--- config.mk ---
export PLATFORM = sky130hd
export DESIGN_NAME = dac_input_latch_segment_decoder
export DESIGN_NICKNAME = d
export VERILOG_FILES = /design/src/core/code_fifo.v /design/src/core/dac_input_latch_segment_decoder.v
export VERILOG_INCLUDE_DIRS = /design/src /design/src/core
export SDC_FILE = /design/constraint.sdc
export NUM_CORES = 1
export LEC_CHECK = 0
export ABC_AREA = 1
export BUFFER_PORTS_ARGS = -buffer_cell sky130_fd_sc_hd__buf_2
export CAP_MARGIN = 10
export CORE_MARGIN = 4
export CORE_UTILIZATION = 64
export DETAILED_ROUTE_END_ITERATION = 6
export PLACE_DENSITY = 0.85
export SYNTH_ARGS = -nofsm -noshare
export SYNTH_HDL_FRONTEND = slang
export SYNTH_SLANG_ARGS = --single-unit
export TNS_END_PERCENT = 30
--- constraint.sdc ---
create_clock -name i_ref_clk -period 6.43 [get_ports i_ref_clk]
set_input_delay 0.3215 -clock i_ref_clk [delete_from_list [all_inputs] [get_ports i_ref_clk]]
set_output_delay 0.3215 -clock i_ref_clk [all_outputs]
set_load 0.02 [all_outputs]
--- src/core/dac_front_regs.vh ---
// constants for the dac input latch and segment decoder
`ifndef DAC_FRONT_REGS_VH
`define DAC_FRONT_REGS_VH

// code layout: unsigned binary, bit 11 heaviest
`define CODE_W        12
`define TOP_MSB       11
`define TOP_LSB       6
`define MID_MSB       5
`define MID_LSB       4
`define BIN_MSB       3
`define BIN_LSB       0

// element counts per segment
`define TOP_ELEMS     63
`define MID_ELEMS     3
`define BIN_ELEMS     4
`define TOP_GRID      64

// capture buffer geometry
`define FIFO_DEPTH    32

// reset value of the applied code
`define CODE_RST      12'h000

// half-scale settling time, and the hold per applied code in cycles
`define CLK_PERIOD_NS 10
`define SETTLE_NS     2500
`define SETTLE_CYC    (`SETTLE_NS / `CLK_PERIOD_NS)
`define SETTLE_W      9

`endif

--- src/core/code_fifo.v ---
// synchronous fifo carrying captured codes to the decoder
`timescale 1ns/100ps
`default_nettype none

module code_fifo #(
   parameter WIDTH = 12,
   parameter DEPTH = 32
) (
   // clock and reset
   input  wire             i_ref_clk,
   input  wire             i_rst,
   // fill side
   input  wire             i_in_valid,
   output wire             o_in_ready,
   input  wire [WIDTH-1:0] i_in_data,
   // drain side
   output wire             o_out_valid,
   input  wire             i_out_ready,
   output wire [WIDTH-1:0] o_out_data
);

   localparam AW = $clog2(DEPTH);

   reg [WIDTH-1:0] mem [0:DEPTH-1];
   reg [AW-1:0]    wr_ptr_ff;
   reg [AW-1:0]    rd_ptr_ff;
   reg [AW:0]      count_ff;

   wire push = i_in_valid & o_in_ready;
   wire pop  = o_out_valid & i_out_ready;

   // honest flags straight from the occupancy count
   assign o_in_ready  = (count_ff != DEPTH[AW:0]);
   assign o_out_valid = (count_ff != {(AW+1){1'b0}});
   assign o_out_data  = mem[rd_ptr_ff];

   // storage has no reset: contents are only read when counted valid
   always @(posedge i_ref_clk) begin
      if (push) begin
         mem[wr_ptr_ff] <= i_in_data;
      end
   end

   // pointers wrap naturally since depth is a power of two
   always @(posedge i_ref_clk) begin
      if (i_rst) begin
         wr_ptr_ff <= {AW{1'b0}};
         rd_ptr_ff <= {AW{1'b0}};
         count_ff  <= {(AW+1){1'b0}};
      end else begin
         if (push) begin
            wr_ptr_ff <= wr_ptr_ff + 1'b1;
         end
         if (pop) begin
            rd_ptr_ff <= rd_ptr_ff + 1'b1;
         end
         if (push & ~pop) begin
            count_ff <= count_ff + 1'b1;
         end else if (pop & ~push) begin
            count_ff <= count_ff - 1'b1;
         end
      end
   end

endmodule

`default_nettype wire

--- src/core/dac_input_latch_segment_decoder.v ---
// strobe-driven code capture and 6x2x4 segment decoder of the dac
`timescale 1ns/100ps
`default_nettype none
`include "dac_front_regs.vh"

// Functional notes
// - strobe rising edge captures all twelve bits
// - code is unsigned binary, bit 11 heaviest
// - upper six bits drive thermometer top segment
// - bits 5 and 4 drive unary middle
// - four low bits drive binary elements directly
// - top elements follow symmetric two-dimensional order
// - conversions are started only by the strobe
// - selected elements to main, others to complement
module dac_input_latch_segment_decoder (
   // clock and reset
   input  wire                   i_ref_clk,
   input  wire                   i_rst,
   // pins from the host
   input  wire                   i_conv_strobe,
   input  wire [`CODE_W-1:0]     i_dac_code_in,
   // capture status
   output wire                   o_capture_ready,
   output reg                    o_overrun_ff,
   output reg                    o_conv_start_ff,
   output wire                   o_settling,
   output reg  [`CODE_W-1:0]     o_code_applied_ff,
   // element switches toward the main current output
   output reg  [`TOP_ELEMS-1:0]  o_top_main_current_out_ff,
   output reg  [`MID_ELEMS-1:0]  o_mid_main_current_out_ff,
   output reg  [`BIN_ELEMS-1:0]  o_bin_main_current_out_ff,
   // element switches toward the complement current output
   output wire [`TOP_ELEMS-1:0]  o_top_complement_current_out,
   output wire [`MID_ELEMS-1:0]  o_mid_complement_current_out,
   output wire [`BIN_ELEMS-1:0]  o_bin_complement_current_out
);

   // centre-outward position along one axis of the 8x8 array
   function [2:0] centre_out;
      input [2:0] idx;
      begin
         case (idx)
            3'h0:    centre_out = 3'h3;
            3'h1:    centre_out = 3'h4;
            3'h2:    centre_out = 3'h2;
            3'h3:    centre_out = 3'h5;
            3'h4:    centre_out = 3'h1;
            3'h5:    centre_out = 3'h6;
            3'h6:    centre_out = 3'h0;
            default: centre_out = 3'h7;
         endcase
      end
   endfunction

   // grid cell switched on at step s: rows walk centre-out, columns
   // shift diagonally so each row and column fills evenly; step 63
   // lands on the spare cell 63, which carries no element
   function [5:0] step_cell;
      input [5:0] s;
      reg   [2:0] row;
      reg   [2:0] col;
      begin
         row       = centre_out(s[2:0]);
         col       = centre_out(s[5:3] + s[2:0] + 3'h1);
         step_cell = {row, col};
      end
   endfunction

   // two-flop synchronisers for the strobe and the code pins; the third
   // strobe flop only remembers the last synced level for the edge test
   // hazard: code bits may be mid-change as they are first sampled, but the
   // host keeps them still around its strobe edge, so the word seen two
   // edges later has settled along with the strobe
   reg                 strobe_s1_ff;
   reg                 strobe_s2_ff;
   reg                 strobe_s3_ff;
   reg [`CODE_W-1:0]   code_s1_ff;
   reg [`CODE_W-1:0]   code_s2_ff;

   always @(posedge i_ref_clk) begin
      if (i_rst) begin
         strobe_s1_ff <= 1'b0;
         strobe_s2_ff <= 1'b0;
         strobe_s3_ff <= 1'b0;
         code_s1_ff   <= `CODE_RST;
         code_s2_ff   <= `CODE_RST;
      end else begin
         strobe_s1_ff <= i_conv_strobe;
         strobe_s2_ff <= strobe_s1_ff;
         strobe_s3_ff <= strobe_s2_ff;
         code_s1_ff   <= i_dac_code_in;
         code_s2_ff   <= code_s1_ff;
      end
   end

   // one capture per rising edge; a strobe left high captures once,
   // so the host must drop it before the next request; a strobe that is
   // still high as reset ends gives exactly one capture
   wire strobe_rise = strobe_s2_ff & ~strobe_s3_ff;

   // code and strobe travel through equal depth, so the captured word
   // is the one present at the edge; the buffer absorbs up to 32 requests
   // made while a long hold is running
   wire                fifo_in_ready;
   wire                fifo_out_valid;
   wire [`CODE_W-1:0]  fifo_out_data;
   wire                drain;

   assign o_capture_ready = fifo_in_ready;

   code_fifo #(
      .WIDTH (`CODE_W),
      .DEPTH (`FIFO_DEPTH)
   ) u_code_fifo (
      .i_ref_clk   (i_ref_clk),
      .i_rst       (i_rst),
      .i_in_valid  (strobe_rise),
      .o_in_ready  (fifo_in_ready),
      .i_in_data   (code_s2_ff),
      .o_out_valid (fifo_out_valid),
      .i_out_ready (drain),
      .o_out_data  (fifo_out_data)
   );

   // overrun pulse: an edge seen while the buffer is full is dropped;
   // the pins cannot stall the host, so this pulse and the ready level
   // are the only trace of a lost request
   always @(posedge i_ref_clk) begin
      if (i_rst) begin
         o_overrun_ff <= 1'b0;
      end else begin
         o_overrun_ff <= strobe_rise & ~fifo_in_ready;
      end
   end

   // each applied code is held for the settling time before the next
   // is taken; this is what lets the buffer fill under bursts; the
   // counter reads zero when idle, which is also its reset value
   reg [`SETTLE_W-1:0] settle_cnt_ff;

   // counter load, cut to the counter's width on purpose; the hold is
   // sized for a half-scale step, so small steps wait longer than needed
   localparam [31:0] SETTLE_FULL = `SETTLE_CYC;

   assign o_settling = (settle_cnt_ff != {`SETTLE_W{1'b0}});
   assign drain      = fifo_out_valid & ~o_settling;

   always @(posedge i_ref_clk) begin
      if (i_rst) begin
         settle_cnt_ff <= {`SETTLE_W{1'b0}};
      end else if (drain) begin
         settle_cnt_ff <= SETTLE_FULL[`SETTLE_W-1:0];
      end else if (o_settling) begin
         settle_cnt_ff <= settle_cnt_ff - 1'b1;
      end
   end

   // decode the word about to be applied; decoding sits before the
   // output registers so the switches themselves come straight from flops
   wire [5:0] top_code = fifo_out_data[`TOP_MSB:`TOP_LSB];
   wire [1:0] mid_code = fifo_out_data[`MID_MSB:`MID_LSB];

   reg  [`TOP_GRID-1:0]  top_grid;
   reg  [`MID_ELEMS-1:0] nxt_mid;
   integer               s;

   // thermometer over the grid: step s is on when below the top code;
   // a rising code only ever adds cells, so the top segment is monotonic
   // by construction, and the spare cell 63 is never lit
   always @* begin
      top_grid = {`TOP_GRID{1'b0}};
      for (s = 0; s < `TOP_ELEMS; s = s + 1) begin
         top_grid[step_cell(s[5:0])] = (s[5:0] < top_code);
      end
   end

   // middle unary: code n turns on n equal elements, always filled from
   // bit 0 so that a step of one code adds exactly one element and never
   // swaps one element for another
   always @* begin
      nxt_mid = {`MID_ELEMS{1'b0}};
      case (mid_code)
         2'h1:    nxt_mid = 3'h1;
         2'h2:    nxt_mid = 3'h3;
         2'h3:    nxt_mid = 3'h7;
         default: nxt_mid = 3'h0;
      endcase
   end

   // element switches update only when a captured word is applied; all
   // of them move on the same edge so no mixed old and new code reaches
   // the current switches; reset parks every element on the complement
   // side, which is the zero-code output
   always @(posedge i_ref_clk) begin
      if (i_rst) begin
         o_code_applied_ff         <= `CODE_RST;
         o_top_main_current_out_ff <= {`TOP_ELEMS{1'b0}};
         o_mid_main_current_out_ff <= {`MID_ELEMS{1'b0}};
         o_bin_main_current_out_ff <= {`BIN_ELEMS{1'b0}};
         o_conv_start_ff           <= 1'b0;
      end else begin
         o_conv_start_ff <= drain;
         if (drain) begin
            o_code_applied_ff         <= fifo_out_data;
            o_top_main_current_out_ff <= top_grid[`TOP_ELEMS-1:0];
            o_mid_main_current_out_ff <= nxt_mid;
            o_bin_main_current_out_ff <= fifo_out_data[`BIN_MSB:`BIN_LSB];
         end
      end
   end

   // every element not steered to main goes to the complement output;
   // taken from the main registers through an inverter only, so the two
   // sides of a switch can never both be on or both be off
   assign o_top_complement_current_out = ~o_top_main_current_out_ff;
   assign o_mid_complement_current_out = ~o_mid_main_current_out_ff;
   assign o_bin_complement_current_out = ~o_bin_main_current_out_ff;

endmodule

`default_nettype wire

Word level (Yosys, flattened, before mapping). Memory sizes are Yosys's and may differ from the RTL's. A register that Yosys moved wholly into a read port is not among the register bits. Index checks and enable logic that the tools add are counted.

Reductions and logical operators: 5. Bitwise gates (word level): 15. Eq/ne operators: 4. Order comparisons: 63. Add/subtract/negate cells: 5. Mux-type cells: 9.

Operator list (number): less-than comparator 6 bit (first input constant) (31); less-than comparator 5 x 6 -> 1 bit (first input constant) (16); inverter 63 bit (1); less-than comparator 4 x 6 -> 1 bit (first input constant) (8); less-than comparator 3 x 6 -> 1 bit (first input constant) (4); two-way mux 8 bit (2); less-than comparator 1 x 6 -> 1 bit (first input constant) (2); less-than comparator 2 x 6 -> 1 bit (first input constant) (2); two-way mux 6 bit (2); adder 5 x 1 -> 5 bit (second input constant) (2); two-way mux 5 bit (2); case mux 3 bit (3 select lines) (1); nonzero test 9 bit (1); subtractor 9 x 1 -> 9 bit (second input constant) (1); AND 1 bit (7); adder 6 x 1 -> 6 bit (second input constant) (1); inequality test 6 bit (second input constant) (1); nonzero test 6 bit (1); subtractor 6 x 1 -> 6 bit (second input constant) (1); inverter 1 bit (5); == test 2 bit (second input constant) (2); inverter 4 bit (1); nonzero test 2 bit (2); inverter 3 bit (1); other kinds (3) (4).

Input port bits: 15. Bits in writable memories: 384. Flip-flop bits (word level): 136. Memories kept: 1.

Memory list: u_code_fifo.mem (depth 32, width 12, rd ports 1, clocked after memory_dff 1, wr ports 1, line code_fifo.v:24) `reg [WIDTH-1:0] mem [0:DEPTH-1];`.

Logic depth before layout (Yosys ltp). Gate-level depths: netlist of run 1.

Word-level depth: 7. Gate-level depth with buffers: 20. Gate-level depth less buffers: 20.

By module. A second synthesis of run 1 with hierarchy kept.

Cell total of the unflattened synthesis: 2143. Area total of the unflattened synthesis: 21426.8 µm².

By module, submodules not included: code_fifo (cells each 1484, area each 16733.5 µm², instances 1); dac_input_latch_segment_decoder (cells each 659, area each 4693.3 µm², instances 1).

Least setup slack after synthesis of run 1. OpenSTA, ideal clock, no wires.

Path type: register to register. From: reg settle_cnt_ff[4]. To: reg u_code_fifo.count_ff[5]. Setup time: 0.119 ns. Required time: 6.311 ns. Data arrival time: 2.540 ns. Clock period less this slack: 2.659 ns. Path buffers: 0. Path slack: 3.771 ns. Stages on the path, launching flop included: 20. Path through: dfxtp_1 nor2_1 nand3_1 inv_1 nand4_2 nor2_1 inv_2 ha_1 inv_1 ha_1 a21oi_1 nand2_1 nand2_1 nand2_1 a21oi_1 nor2_1 nor2_1 nand2_1 o21ai_0 a21oi_1.

Word-level cells in the longest chain between the ends: 7. Elaborated cells on any way between the ends: 9.

Ends and longest elaborated chain: from (decl) (line dac_input_latch_segment_decoder.v:139) `` reg [`SETTLE_W-1:0] settle_cnt_ff; ``; from (signal assigned) (line dac_input_latch_segment_decoder.v:150) `` settle_cnt_ff <= {`SETTLE_W{1'b0}}; ``; from (signal assigned) (line dac_input_latch_segment_decoder.v:152) `` settle_cnt_ff <= SETTLE_FULL[`SETTLE_W-1:0]; ``; from (signal assigned) (line dac_input_latch_segment_decoder.v:154) `settle_cnt_ff <= settle_cnt_ff - 1'b1;`; nonzero test 9 bit (*) (line dac_input_latch_segment_decoder.v:145) `` assign o_settling = (settle_cnt_ff != {`SETTLE_W{1'b0}}); ``; via o_settling (line dac_input_latch_segment_decoder.v:26) `output wire o_settling,`; inverter 1 bit (*) (line dac_input_latch_segment_decoder.v:146) `assign drain = fifo_out_valid & ~o_settling;`; AND 1 bit (*) (line dac_input_latch_segment_decoder.v:146); AND 1 bit (*) (line code_fifo.v:30) `wire pop = o_out_valid & i_out_ready;`; inverter 1 bit (line code_fifo.v:57) `if (push & ~pop) begin`; AND 1 bit (line code_fifo.v:57); two-way mux 6 bit or nonzero test 2 bit (tied branches); to (signal assigned) (line code_fifo.v:49) `count_ff <= {(AW+1){1'b0}};`; to (signal assigned) (line code_fifo.v:58) `count_ff <= count_ff + 1'b1;`; to (signal assigned) (line code_fifo.v:60) `count_ff <= count_ff - 1'b1;`; to (decl) (line code_fifo.v:27) `reg [AW:0] count_ff;`.

The timed path passes the listed nets; every way through them passes the cells marked *. A chain may end at the register's enable or synchronous reset.

==> results of run 1 <==
## power by group through the flow
| stage | logic [mW] | clock network, mW | registers, mW |
|---|---|---|---|
| floorplan | 1.47 | 0 | 4.11 |
| finish | 2.34 | 2.96 | 3.98 |
| CTS | 2.29 | 2.95 | 3.98 |
| global placement | 2.16 | 0 | 4.04 |
| detailed placement | 2.24 | 0 | 4.05 |
| global route | 2.54 | 3.11 | 4.00 |
## flip-flops by register name, indices dropped and copies added, names as in the netlist, 3 cells and up, named ones only
name                       count
o_bin_main_current_out_ff      3
code_s2_ff                    12
u_code_fifo.count_ff           6
u_code_fifo.wr_ptr_ff          5
o_top_main_current_out_ff     63
u_code_fifo.rd_ptr_ff          5
settle_cnt_ff                  9
o_code_applied_ff              8
u_code_fifo.mem              384
code_s1_ff                    12
## area by class of cell
type	instances	area [um^2]
sequential	519	14200
clock buffer	68	1400
fill	1879	7980
timing repair buffer	228	1390
tap	402	503
clock inverter	24	268
multi-input combinational	1169	5390
inverter	147	554
## cells in the mapped netlist
cell | number | area share [%]
nand2_1 | 481 | 8.7
edfxtp_1 | 384 | 56
nor2_1 | 210 | 3.8
nand3_1 | 206 | 5.0
inv_1 | 141 | 2.6
dfxtp_1 | 135 | 13
o21ai_0 | 129 | 3.1
clkbuf_1 | 41 | 0.74
o221ai_1 | 37 | 1.6
buf_2 | 36 | 0.87
buf_4 | 19 | 0.69
o211ai_1 | 16 | 0.58
a21oi_1 | 13 | 0.31
ha_1 | 12 | 0.73
nor3_1 | 12 | 0.29
o22ai_1 | 11 | 0.33
buf_1 | 8 | 0.15
o21ai_1 | 8 | 0.19
nand2_2 | 5 | 0.15
inv_2 | 4 | 0.073
nor2_2 | 4 | 0.12
a31oi_1 | 3 | 0.091
xor2_1 | 3 | 0.13
a211oi_1 | 2 | 0.073
a21oi_2 | 2 | 0.085
a22o_1 | 2 | 0.085
clkinv_1 | 2 | 0.036
nand4_1 | 2 | 0.061
o21bai_1 | 2 | 0.073
and2_1 | 1 | 0.030
buf_6 | 1 | 0.054
fa_1 | 1 | 0.097
mux2i_1 | 1 | 0.048
nand4_2 | 1 | 0.061
nor3_2 | 1 | 0.048
nor3b_1 | 1 | 0.036
nor4_1 | 1 | 0.030
o21a_1 | 1 | 0.036
xnor2_1 | 1 | 0.042
## worst min-delay path, stage by stage
cell    delay, ns
buf_2        0.10
inv_1        0.06
nor2_1       0.05
## metal layers
layer / up-vias / wire length, um / part of all wire, %
met1: 7469 / 19800 / 36
met2: 1197 / 26800 / 48
met5: - / 18 / 0.032
li1: 6955 / - / -
met4: 2 / 2250 / 4.0
met3: 184 / 6720 / 12
## final timing paths
path	startpoint	endpoint	slack (ns)	cells after the start
worst min register to register	code_s1_ff[10]$_SDFF_PP0_	code_s2_ff[10]$_SDFF_PP0_	0.40	2
worst max-delay path	flip-flop	o_top_main_current_out_ff[18]$_SDFFE_PP0P_	2.64	14
worst min-delay path	i_dac_code_in[5]	code_s1_ff[5]$_SDFF_PP0_	0.01	3
worst max register to register	flip-flop	o_top_main_current_out_ff[18]$_SDFFE_PP0P_	2.64	14
## cells by family after synthesis
| family | synth area share, % |
|---|---|
| AO/OA/AOI/OAI | 6.56 |
| XOR/XNOR | 0.170 |
| adder cells (fa/ha/maj) | 0.823 |
| buffers and inverters | 5.18 |
| flip-flops | 68.9 |
| multiplexers | 0.0484 |
| AND/OR/NAND/NOR | 18.4 |
## stage by stage
| step | worst slack, ns | power [mW] | std cells | area (um^2) |
|---|---|---|---|---|
| after global placement | 2.95 | 6.20 | 2442 | 21800 |
| after global routing | 2.46 | 9.65 | 2557 | 23700 |
| final | 2.64 | 9.27 | 2557 | 23700 |
| after CTS | 2.74 | 9.21 | 2546 | 23600 |
| after detailed placement | 2.80 | 6.29 | 2442 | 21800 |
| after floorplan | 3.77 | 5.59 | 1940 | 20700 |
==> reports/results.tsv, run 1 <==
stage	metric	value	unit
worst_setup_path	cp-start-kind	flip-flop	
logic_synthesis	ys_seq_area_share	68.9	%
timing	hold_slack	0.0145	ns
power_and_ir_drop	p_per_area	391	nW/um^2
clock_network	ctsHtreeMaxLevel	2	
power_and_ir_drop	combPwrFrac	25.2	%
layout	fin_util	74.8	%
power_and_ir_drop	seq_power_share	42.9	%
detailed_routing	wire_per_inst	21.7	um
global_routing	grt_max_degree	86	
min_path	hp-class	input port to flip-flop	
layout	num_antenna_cells	0	
detailed_routing	via_per_inst	6.18	
power_and_ir_drop	peakVddDrop	298	uV
logic_synthesis	syn-cell-area	20700	um^2
placement	routabilityCongestion	0.886	
placement	place_hpwl	31600	um
power_and_ir_drop	power_switching	3.13	mW
global_routing	met3_usage	5.12	%
clock_network	root_buffer	clkbuf_16	
global_routing	gr-total-overflow	0	
power_and_ir_drop	pwr-share-clk	31.9	%
power_and_ir_drop	p_leak	9.12	nW
floorplan	start_util	65.2	%
placement	io_buffers	170	
flow_run	cap_violations	0	
timing	rsz0062_at_grt	false	
timing	period_share	58.9	%
global_routing	use_met2	49.6	%
detailed_routing	drtAntennaViolNets	0	
worst_setup_path	worstSetupPathType	flip-flop to flip-flop	
global_routing	grt_pass1_vias	15300	
power_and_ir_drop	internal-power	6.14	mW
worst_setup_path	crit_top_cell	nand2_1	
detailed_routing	wl	55600	um
timing	tightest_slew	1.34	ns
timing	fin_skew	0.0172	ns
timing	max_freq	264	MHz
clock_network	cts_setup_buffers	0	
timing	slew_violations	0	
timing	relSlewSlack	10.7	%
global_routing	antenna_found_initial	1	
global_routing	grt_pass1_wl	84700	um
worst_setup_path	crit_path_top_delay_cell	buf_4	
worst_setup_path	path_buf_inv	2	
clock_network	cts-resized-gates	0	
timing	hold_viol	0	
clock_network	clock_latency	0.57	ns
worst_setup_path	max_stage_delay	0.66	ns
worst_setup_path	endpoint_kind	flip-flop	
layout	syn2layout_area_growth	14.8	%
floorplan	ios	171	
detailed_routing	initialDrtViolationCount	2620	
timing	period_needed	3.79	ns
global_routing	grt_usage	30.4	%
status	outcome	complete, no violations	
logic_synthesis	synth.avg_cell_area	10.7	um^2
clock_network	cts_num_sinks	519	
global_routing	top_usage_layer	met2	
layout	final_nets	2142	
worst_setup_path	cp.arrival	4.24	ns
logic_synthesis	yosys.cell_types.count	39	
logic_synthesis	synthCells	1940	
floorplan	die-height	188	um
clock_network	cts_buffers	49	
floorplan	rows	65	
layout	final_cell_mix	nand2_1 (481), edfxtp_1 (384), nor2_1 (209)	
floorplan	dieWidth	188	um
clock_network	cts_tree	yes	
layout	layout-drive-gt1-share	14.8	%
worst_setup_path	crit_fanout	75	
worst_setup_path	path_delay_family	simple AND/OR/NAND/NOR gates	
clock_network	path_clk_slew	0.06	ns
logic_synthesis	ys_seq_elements	519	
power_and_ir_drop	swShare	33.8	%
clock_network	clk_path_buf_depth	3	
logic_synthesis	synth_warnings	0	
floorplan	core	31700	um^2
worst_setup_path	crit_required	6.88	ns
detailed_routing	vias	15800	
global_routing	met1_usage	41.5	%
worst_setup_path	path_cells	inv_4 -> buf_4 -> nand2_1 -> nand3_1 -> nand3_1 -> nand2_1 -> nand2_1 -> nand2_1 -> nand2_1 -> nand2_2 -> nand2_1 -> nand2_1 -> nand2_1 -> o21ai_0	
clock_network	ctsHoldBuffers	12	
timing	setup_viol_count_final	0	
detailed_routing	firstDrtPassIters	6	
detailed_routing	drt_drc_violations_left	0	
timing	tns	0	ns
logic_synthesis	syn_nets	1968	
layout	final_common_cell	nand2_1	
floorplan	die-area	35200	um^2
No activity file was read; power rests on OpenSTA's default activity.
==> run 2: changes to the inputs <==
ABC_AREA = 0   (was 1)
CORE_UTILIZATION = 54   (was 64)
PLACE_DENSITY = 0.76   (was 0.85)
clock period = 3.3 ns   (was 6.43 ns; I/O delays follow)
==> run 2 against run 1 <==
Effect of this change:
- cell count is 21% lower
- core utilization is 11 points lower
- die area is 15% higher
- maximum frequency is 20% higher
- critical endpoint is now o_top_main_current_out_ff[54]$_SDFFE_PP0P_
==> reports/results.tsv, run 2 <==
stage	metric	value	unit	change
global_routing	met3_usage	2.57	%	-2.6 points
layout	reg_top3	u_code_fifo.mem x384, o_top_main_current_out_ff x63		
timing	relSlewSlack	24.5	%	+14 points
floorplan	die-height	201	um	+7.1%
status	outcome	complete, no violations		
power_and_ir_drop	p_per_area	732	nW/um^2	+87%
detailed_routing	drt_drc_violations_left	0		unchanged
timing	setup_viol_count_final	0		unchanged
global_routing	use_met2	37.5	%	-12 points
clock_network	path_clk_slew	0.06	ns	about the same
placement	place_hpwl	28700	um	-9.2%
worst_setup_path	path_cells	buf_4 -> inv_1 -> a2111oi_0 -> o21ai_0 -> and3_1 -> or3_1 -> or4_1 -> a21oi_1		
min_path	hp-class	input port to flip-flop		
worst_setup_path	crit_required	3.79	ns	-3.09 ns
floorplan	core	36700	um^2	+16%
layout	num_antenna_cells	0		unchanged
layout	final.fill_count	2502		+33%
global_routing	met1_usage	30.0	%	-11 points
detailed_routing	via_per_inst	5.82		-5.9%
timing	tightest_slew	1.13	ns	-0.206 ns
layout	top_register	u_code_fifo.mem		
flow_run	cap_violations	0		unchanged
global_routing	grt_max_degree	74		-14%
detailed_routing	wire_per_inst	22.3	um	+2.6%
logic_synthesis	netlist_top_cells_area	edfxtp_1 (57%), dfxtp_1 (13%), mux4_2 (7.6%)		
timing	fin_skew	0.0232	ns	+0.00598 ns
floorplan	rows	70		+7.7%
clock_network	cts_num_sinks	519		unchanged
placement	pre_cts_slack	0.150	ns	-2.65 ns
logic_synthesis	synth_warnings	0		unchanged
floorplan	die-area	40400	um^2	+15%
logic_synthesis	ys_seq_area_share	70.8	%	+1.9 points
logic_synthesis	yosys.area.top_type	edfxtp_1		
layout	final_nets	1544		-28%
floorplan	dieWidth	201	um	+7.1%
worst_setup_path	cp-start-kind	flip-flop		
global_routing	antenna_found_initial	0		-1
worst_setup_path	worst-r2r-setup-slack	0.15	ns	-2.49 ns
layout	syn2layout_area_growth	16.6	%	
detailed_routing	wl	45100	um	-19%
logic_synthesis	syn-cell-area	20100	um^2	-2.7%
global_routing	grt_pass1_vias	11700		-23%
layout	largest_reg_flops	384		unchanged
logic_synthesis	synth.avg_cell_area	15.7	um^2	+47%
detailed_routing	initialDrtViolationCount	997		-62%
clock_network	clk_path_buf_depth	3		unchanged
worst_setup_path	endpoint_kind	flip-flop		
timing	slew_violations	0		unchanged
placement	io_buffers	170		unchanged
clock_network	clock_latency	0.57	ns	about the same
floorplan	start_util	54.8	%	-10 points
logic_synthesis	ys_seq_elements	519		unchanged
logic_synthesis	ys_async_sr_fraction	0	%	unchanged
worst_setup_path	path_buf_inv	2		unchanged
global_routing	top_usage_layer	met2		
placement	routabilityCongestion	0.809		-8.7%
layout	final_common_cell	edfxtp_1		
detailed_routing	drtAntennaViolNets	0		unchanged
timing	hold_viol	0		unchanged
detailed_routing	firstDrtPassIters	5		-1
logic_synthesis	synth_edf_count	384		unchanged
worst_setup_path	cp.arrival	3.64	ns	-0.60 ns
floorplan	ios	171		unchanged
worst_setup_path	worstSetupPathType	flip-flop to flip-flop		
global_routing	grt_pass1_wl	69400	um	-18%
timing	max_freq	317	MHz	+20%
logic_synthesis	synthCells	1284		-34%
worst_setup_path	path_delay_family	simple AND/OR/NAND/NOR gates		
detailed_routing	vias	11800		-26%
layout	layout-drive-gt1-share	25.9	%	+11 points
clock_network	ctsHtreeMaxLevel	2		unchanged
logic_synthesis	yosys.cell_types.count	61		+56%
worst_setup_path	crit_path_top_delay_cell	dfxtp_4		
timing	period_share	95.5	%	+37 points
worst_setup_path	max_stage_delay	0.72	ns	+0.06 ns
logic_synthesis	synth_top_flop_cell	edfxtp_1		
timing	period_needed	3.15	ns	-0.639 ns
power_and_ir_drop	peakVddDrop	666	uV	+120%
logic_synthesis	ys_top_cells_by_count	edfxtp_1 (384), dfxtp_1 (135), nor2_1 (86)		
clock_network	cts_buffers	49		unchanged
logic_synthesis	post-synth-top-area-fraction	57.3	%	+1.5 points
global_routing	gr-total-overflow	0		unchanged
timing	tns	0	ns	unchanged
clock_network	cts_tree	yes		
clock_network	root_buffer	clkbuf_16		
worst_setup_path	crit_fanout	30		-60%
timing	setup_ws	0.150	ns	-2.49 ns
global_routing	grt_usage	21.9	%	-8.6 points
power_and_ir_drop	p_leak	8.20	nW	-10%
logic_synthesis	syn_nets	1312		-33%
layout	final_cell_mix	edfxtp_1 (384), buf_2 (170), dfxtp_1 (132)		
logic_synthesis	synth_most_common_cell	edfxtp_1		
[run 2: changes by cell type after synthesis, moves of 35 or more]
cell	change
o21ai_0	-107
nor2b_1	+35
mux4_2	+68
nand2_1	-418
o221ai_1	-35
nor2_1	-124
inv_1	-62
nand3_1	-183
mux2i_1	+80
[run 2: path summary, 6_finish.rpt]
path                                                      to               startpoint  cells past startpoint
setup reg to reg  o_top_main_current_out_ff[54]$_SDFFE_PP0P_                flip-flop                      8
hold reg to reg                      o_overrun_ff$_SDFF_PP0_  strobe_s3_ff$_SDFF_PP0_                      1
hold / removal          u_code_fifo.count_ff[1]$_SDFFE_PP0P_                    i_rst                      3
setup / recovery  o_top_main_current_out_ff[54]$_SDFFE_PP0P_                flip-flop                      8
[run 2: area by class of cell]
class / count / area, um^2 / area share (%)
Tap cell: 468 / 586 / 2.50
Inverter: 80 / 305 / 1.30
Timing Repair Buffer: 256 / 1580 / 6.73
Clock inverter: 25 / 214 / 0.912
Clock buffer: 63 / 1300 / 5.56
Multi-Input combinational cell: 610 / 5230 / 22.3
Sequential cell: 519 / 14200 / 60.7
[run 2: per-stage QoR]
step,utilization (%),power [mW],hold WS [ns],cell area [um^2],instances
3_3_place_gp,59.3,11.8,0.374,21800,1916
3_5_place_dp,59.3,11.9,0.381,21800,1916
4_1_cts,63.8,17.2,0.261,23400,2017
2_1_floorplan,-,10.6,0.293,20100,1284
5_1_grt,63.9,17.9,0.325,23500,2021
6_report,63.9,17.2,0.288,23500,2021
[run 2: kinds of logic after synthesis]
kind of cell / after synthesis / synth area share [%]
flops: 519 / 70.8
xor+xnor: 13 / 0.566
buf+inv: 155 / 3.48
compound gates: 164 / 5.82
mux: 152 / 12.0
simple gates: 268 / 6.49
fa+ha+maj: 13 / 0.846
[run 2: timing repair]
action / CTS / global route
buffers inserted: 0 / 4
endpoints found under the hold margin: 13 / 0
hold buffers: 13 / 0
gates resized for setup: 0 / 1
endpoints found under the setup margin: 0 / 1
[run 2: where the power goes]
| part | total [mW] | internal, mW | switching [mW] |
|---|---|---|---|
| Clock | 5.34 | 3.03 | 2.31 |
| Sequential | 7.77 | 7.37 | 0.397 |
| Combinational | 4.07 | 1.60 | 2.47 |
| Total | 17.2 | 12.0 | 5.18 |
[run 2: metal layers]
metal | wire (um) | part of all wire [%] | vias up
li1 | - | - | 5296
met1 | 18000 | 40 | 5913
met2 | 23100 | 51 | 469
met3 | 3020 | 6.7 | 76
met4 | 1040 | 2.3 | 0
met5 | 0 | 0 | -
[run 2: worst min-delay path: stages]
cell and delay (ns):
buf_2 0.11, buf_4 0.35, nor2_1 0.17
==> run 3: changes to the inputs <==
PLACE_DENSITY = default   (was 0.76)
PLACE_DENSITY_LB_ADDON = 0.05   (was default)
REMOVE_ABC_BUFFERS = 1   (was default)
==> run 3 against run 2 <==
Effect of this change:
- core utilization is 0.33 points higher
- die area stayed put
- maximum frequency is 4.7% higher
- critical path depth is 7 higher
==> reports/results.tsv, run 3 (synthesis results as in run 2) <==
stage	metric	value	unit	change
status	outcome	complete, no violations		
clock_network	cts_num_sinks	519		unchanged
worst_setup_path	worstSetupPathType	flip-flop to flip-flop		
clock_network	clock_latency	0.56	ns	about the same
worst_setup_path	cp-start-kind	flip-flop		
placement	io_buffers	170		unchanged
floorplan	dieWidth	201	um	unchanged
timing	setup_viol_count_final	0		unchanged
clock_network	cts_buffers	50		+2.0%
floorplan	rows	70		unchanged
floorplan	die-height	201	um	unchanged
power_and_ir_drop	p_leak	8.28	nW	+0.98%
worst_setup_path	cp.arrival	3.50	ns	-0.14 ns
timing	hold_viol	0		unchanged
placement	pre_cts_slack	0.138	ns	-0.0116 ns
power_and_ir_drop	seq_power_share	44.9	%	-0.3 points
timing	setup_ws	0.290	ns	+0.140 ns
floorplan	core	36700	um^2	unchanged
timing	relSlewSlack	22.1	%	-2.5 points
clock_network	root_buffer	clkbuf_16		
layout	finalInstanceArea	23600	um^2	+0.52%
floorplan	ios	171		unchanged
global_routing	grt_pass1_wl	70200	um	+1.2%
power_and_ir_drop	internal-power	12.2	mW	+1.5%
global_routing	gr-total-overflow	0		unchanged
clock_network	path_clk_slew	0.06	ns	about the same
flow_run	cap_violations	0		unchanged
detailed_routing	initialDrtViolationCount	909		-8.8%
layout	top_register	u_code_fifo.mem		
detailed_routing	firstDrtPassIters	5		unchanged
layout	final_cell_count_no_fill	2035		+0.69%
power_and_ir_drop	combPwrFrac	23.2	%	-0.5 points
clock_network	clk_path_buf_depth	3		unchanged
layout	final_common_cell	edfxtp_1		
timing	period_needed	3.01	ns	-0.140 ns
layout	final_nets	1556		+0.78%
layout	final_cell_mix	edfxtp_1 (384), buf_2 (170), dfxtp_1 (132)		
timing	fin_skew	0.0120	ns	-0.0112 ns
floorplan	die-area	40400	um^2	unchanged
power_and_ir_drop	total_power	17.3	mW	+0.53%
power_and_ir_drop	pwr-share-clk	31.8	%	+0.7 points
layout	reg_top3	u_code_fifo.mem x384, o_top_main_current_out_ff x63		
min_path	hp-class	input port to flip-flop		
global_routing	grt_max_degree	73		-1.4%
detailed_routing	wl	46300	um	+2.6%
timing	hold_slack	0.123	ns	-0.165 ns
global_routing	antenna_found_initial	0		unchanged
power_and_ir_drop	p_per_area	732	nW/um^2	about the same
placement	routabilityCongestion	0.790		-2.3%
detailed_routing	wire_per_inst	22.7	um	+1.9%
power_and_ir_drop	power_switching	5.08	mW	-1.8%
timing	slew_violations	0		unchanged
placement	placed_area	21800	um^2	+0.20%
worst_setup_path	endpoint_kind	flip-flop		
layout	num_antenna_cells	0		unchanged
floorplan	start_util	54.8	%	unchanged
detailed_routing	via_per_inst	5.68		-2.3%
power_and_ir_drop	swShare	29.4	%	-0.71 points
worst_setup_path	crit_fanout	5		-83%
timing	period_share	91.2	%	-4.2 points
layout	syn2layout_area_growth	17.2	%	
layout	final.fill_count	2671		+6.8%
layout	largest_reg_flops	384		unchanged
timing	tightest_slew	1.17	ns	+0.0368 ns
detailed_routing	vias	11600		-1.7%
timing	max_freq	332	MHz	+4.7%
placement	dp_cells	1929		+0.68%
worst_setup_path	crit_required	3.79	ns	about the same
global_routing	grt_usage	22.7	%	+0.82 points
clock_network	ctsHtreeMaxLevel	2		unchanged
detailed_routing	drtAntennaViolNets	0		unchanged
detailed_routing	drt_drc_violations_left	0		unchanged
layout	layout-drive-gt1-share	26.4	%	+0.47 points
global_routing	grt_pass1_vias	11500		-1.7%
clock_network	cts_tree	yes		
placement	place_hpwl	29900	um	+4.2%
power_and_ir_drop	peakVddDrop	564	uV	-15%
-- run 3: changes by cell type in the layout (fill, tap and decap cells not counted), sizes merged --
cell / delta
clkinv: -10
clkinvlp: -2
buf: +11
bufinv: -2
clkbuf: +17
-- run 3: worst max-delay path, cell delays in order, from the launching register on --
cell and delay, ns:
dfxtp_1 0.36, nor4_4 0.30, nor3b_4 0.25, nand3b_2 0.11, nor2_2 0.13, clkinv_1 0.09
ha_1 0.23, inv_1 0.08, buf_4 0.13, ha_1 0.27, a21oi_2 0.19, o21bai_1 0.08
a21oi_1 0.19, xnor2_1 0.09, or3_1 0.30, a21oi_1 0.13
-- run 3: power by group through the flow --
stage          clock [mW]  combinational, mW  sequential, mW
2_1_floorplan           0               2.18            8.27
3_3_place_gp            0               3.96            7.88
3_5_place_dp            0               3.98            7.90
4_1_cts              5.62               4.00            7.76
5_1_grt              5.89               4.39            7.82
6_report             5.49               4.01            7.76
-- run 3: path summary, 6_finish.rpt --
check	startpoint	to	slack, ns	cells past startpoint
worst max-delay path	settle_cnt_ff[4]$_SDFFE_PP0P_	u_code_fifo.count_ff[5]$_SDFFE_PP0P_	0.29	15
worst min-delay path	i_rst	o_top_main_current_out_ff[32]$_SDFFE_PP0P_	0.12	4
worst min register to register	strobe_s3_ff$_SDFF_PP0_	o_overrun_ff$_SDFF_PP0_	0.42	1
worst max register to register	settle_cnt_ff[4]$_SDFFE_PP0P_	u_code_fifo.count_ff[5]$_SDFFE_PP0P_	0.29	15
-- run 3: cell type report --
type	instances	area [um^2]	area share (%)
multi-input combinational	610	5210	22.1
tap	468	586	2.48
clock buffer	80	1520	6.46
clock inverter	11	76.3	0.324
sequential	519	14200	60.4
timing repair buffer	267	1640	6.94
inverter	80	300	1.27
-- run 3: metrics by stage --
step / TNS [ns] / utilization, %
finish: 0 / 64.2
global placement: 0 / 59.4
global route: -0.00779 / 64.2
floorplan: -198.40 / -
detailed placement: 0 / 59.4
CTS: 0 / 64.2
-- run 3: per-layer routing --
metal / vias to the layer above / share of wire [%] / GRT usage (%)
met1: 5749 / 42 / 32.9
met4: 0 / 2.2 / 5.78
met3: 66 / 7.6 / 3.31
met5: - / 0 / 0
li1: 5323 / - / -
met2: 420 / 48 / 36.8
-- run 3: what timing repair did --
action,CTS,global route
hold buffers,13,0
setup buffers,0,2
endpoints found under the hold margin,13,0
gates resized for setup,0,3
setup endpoints to repair,0,1
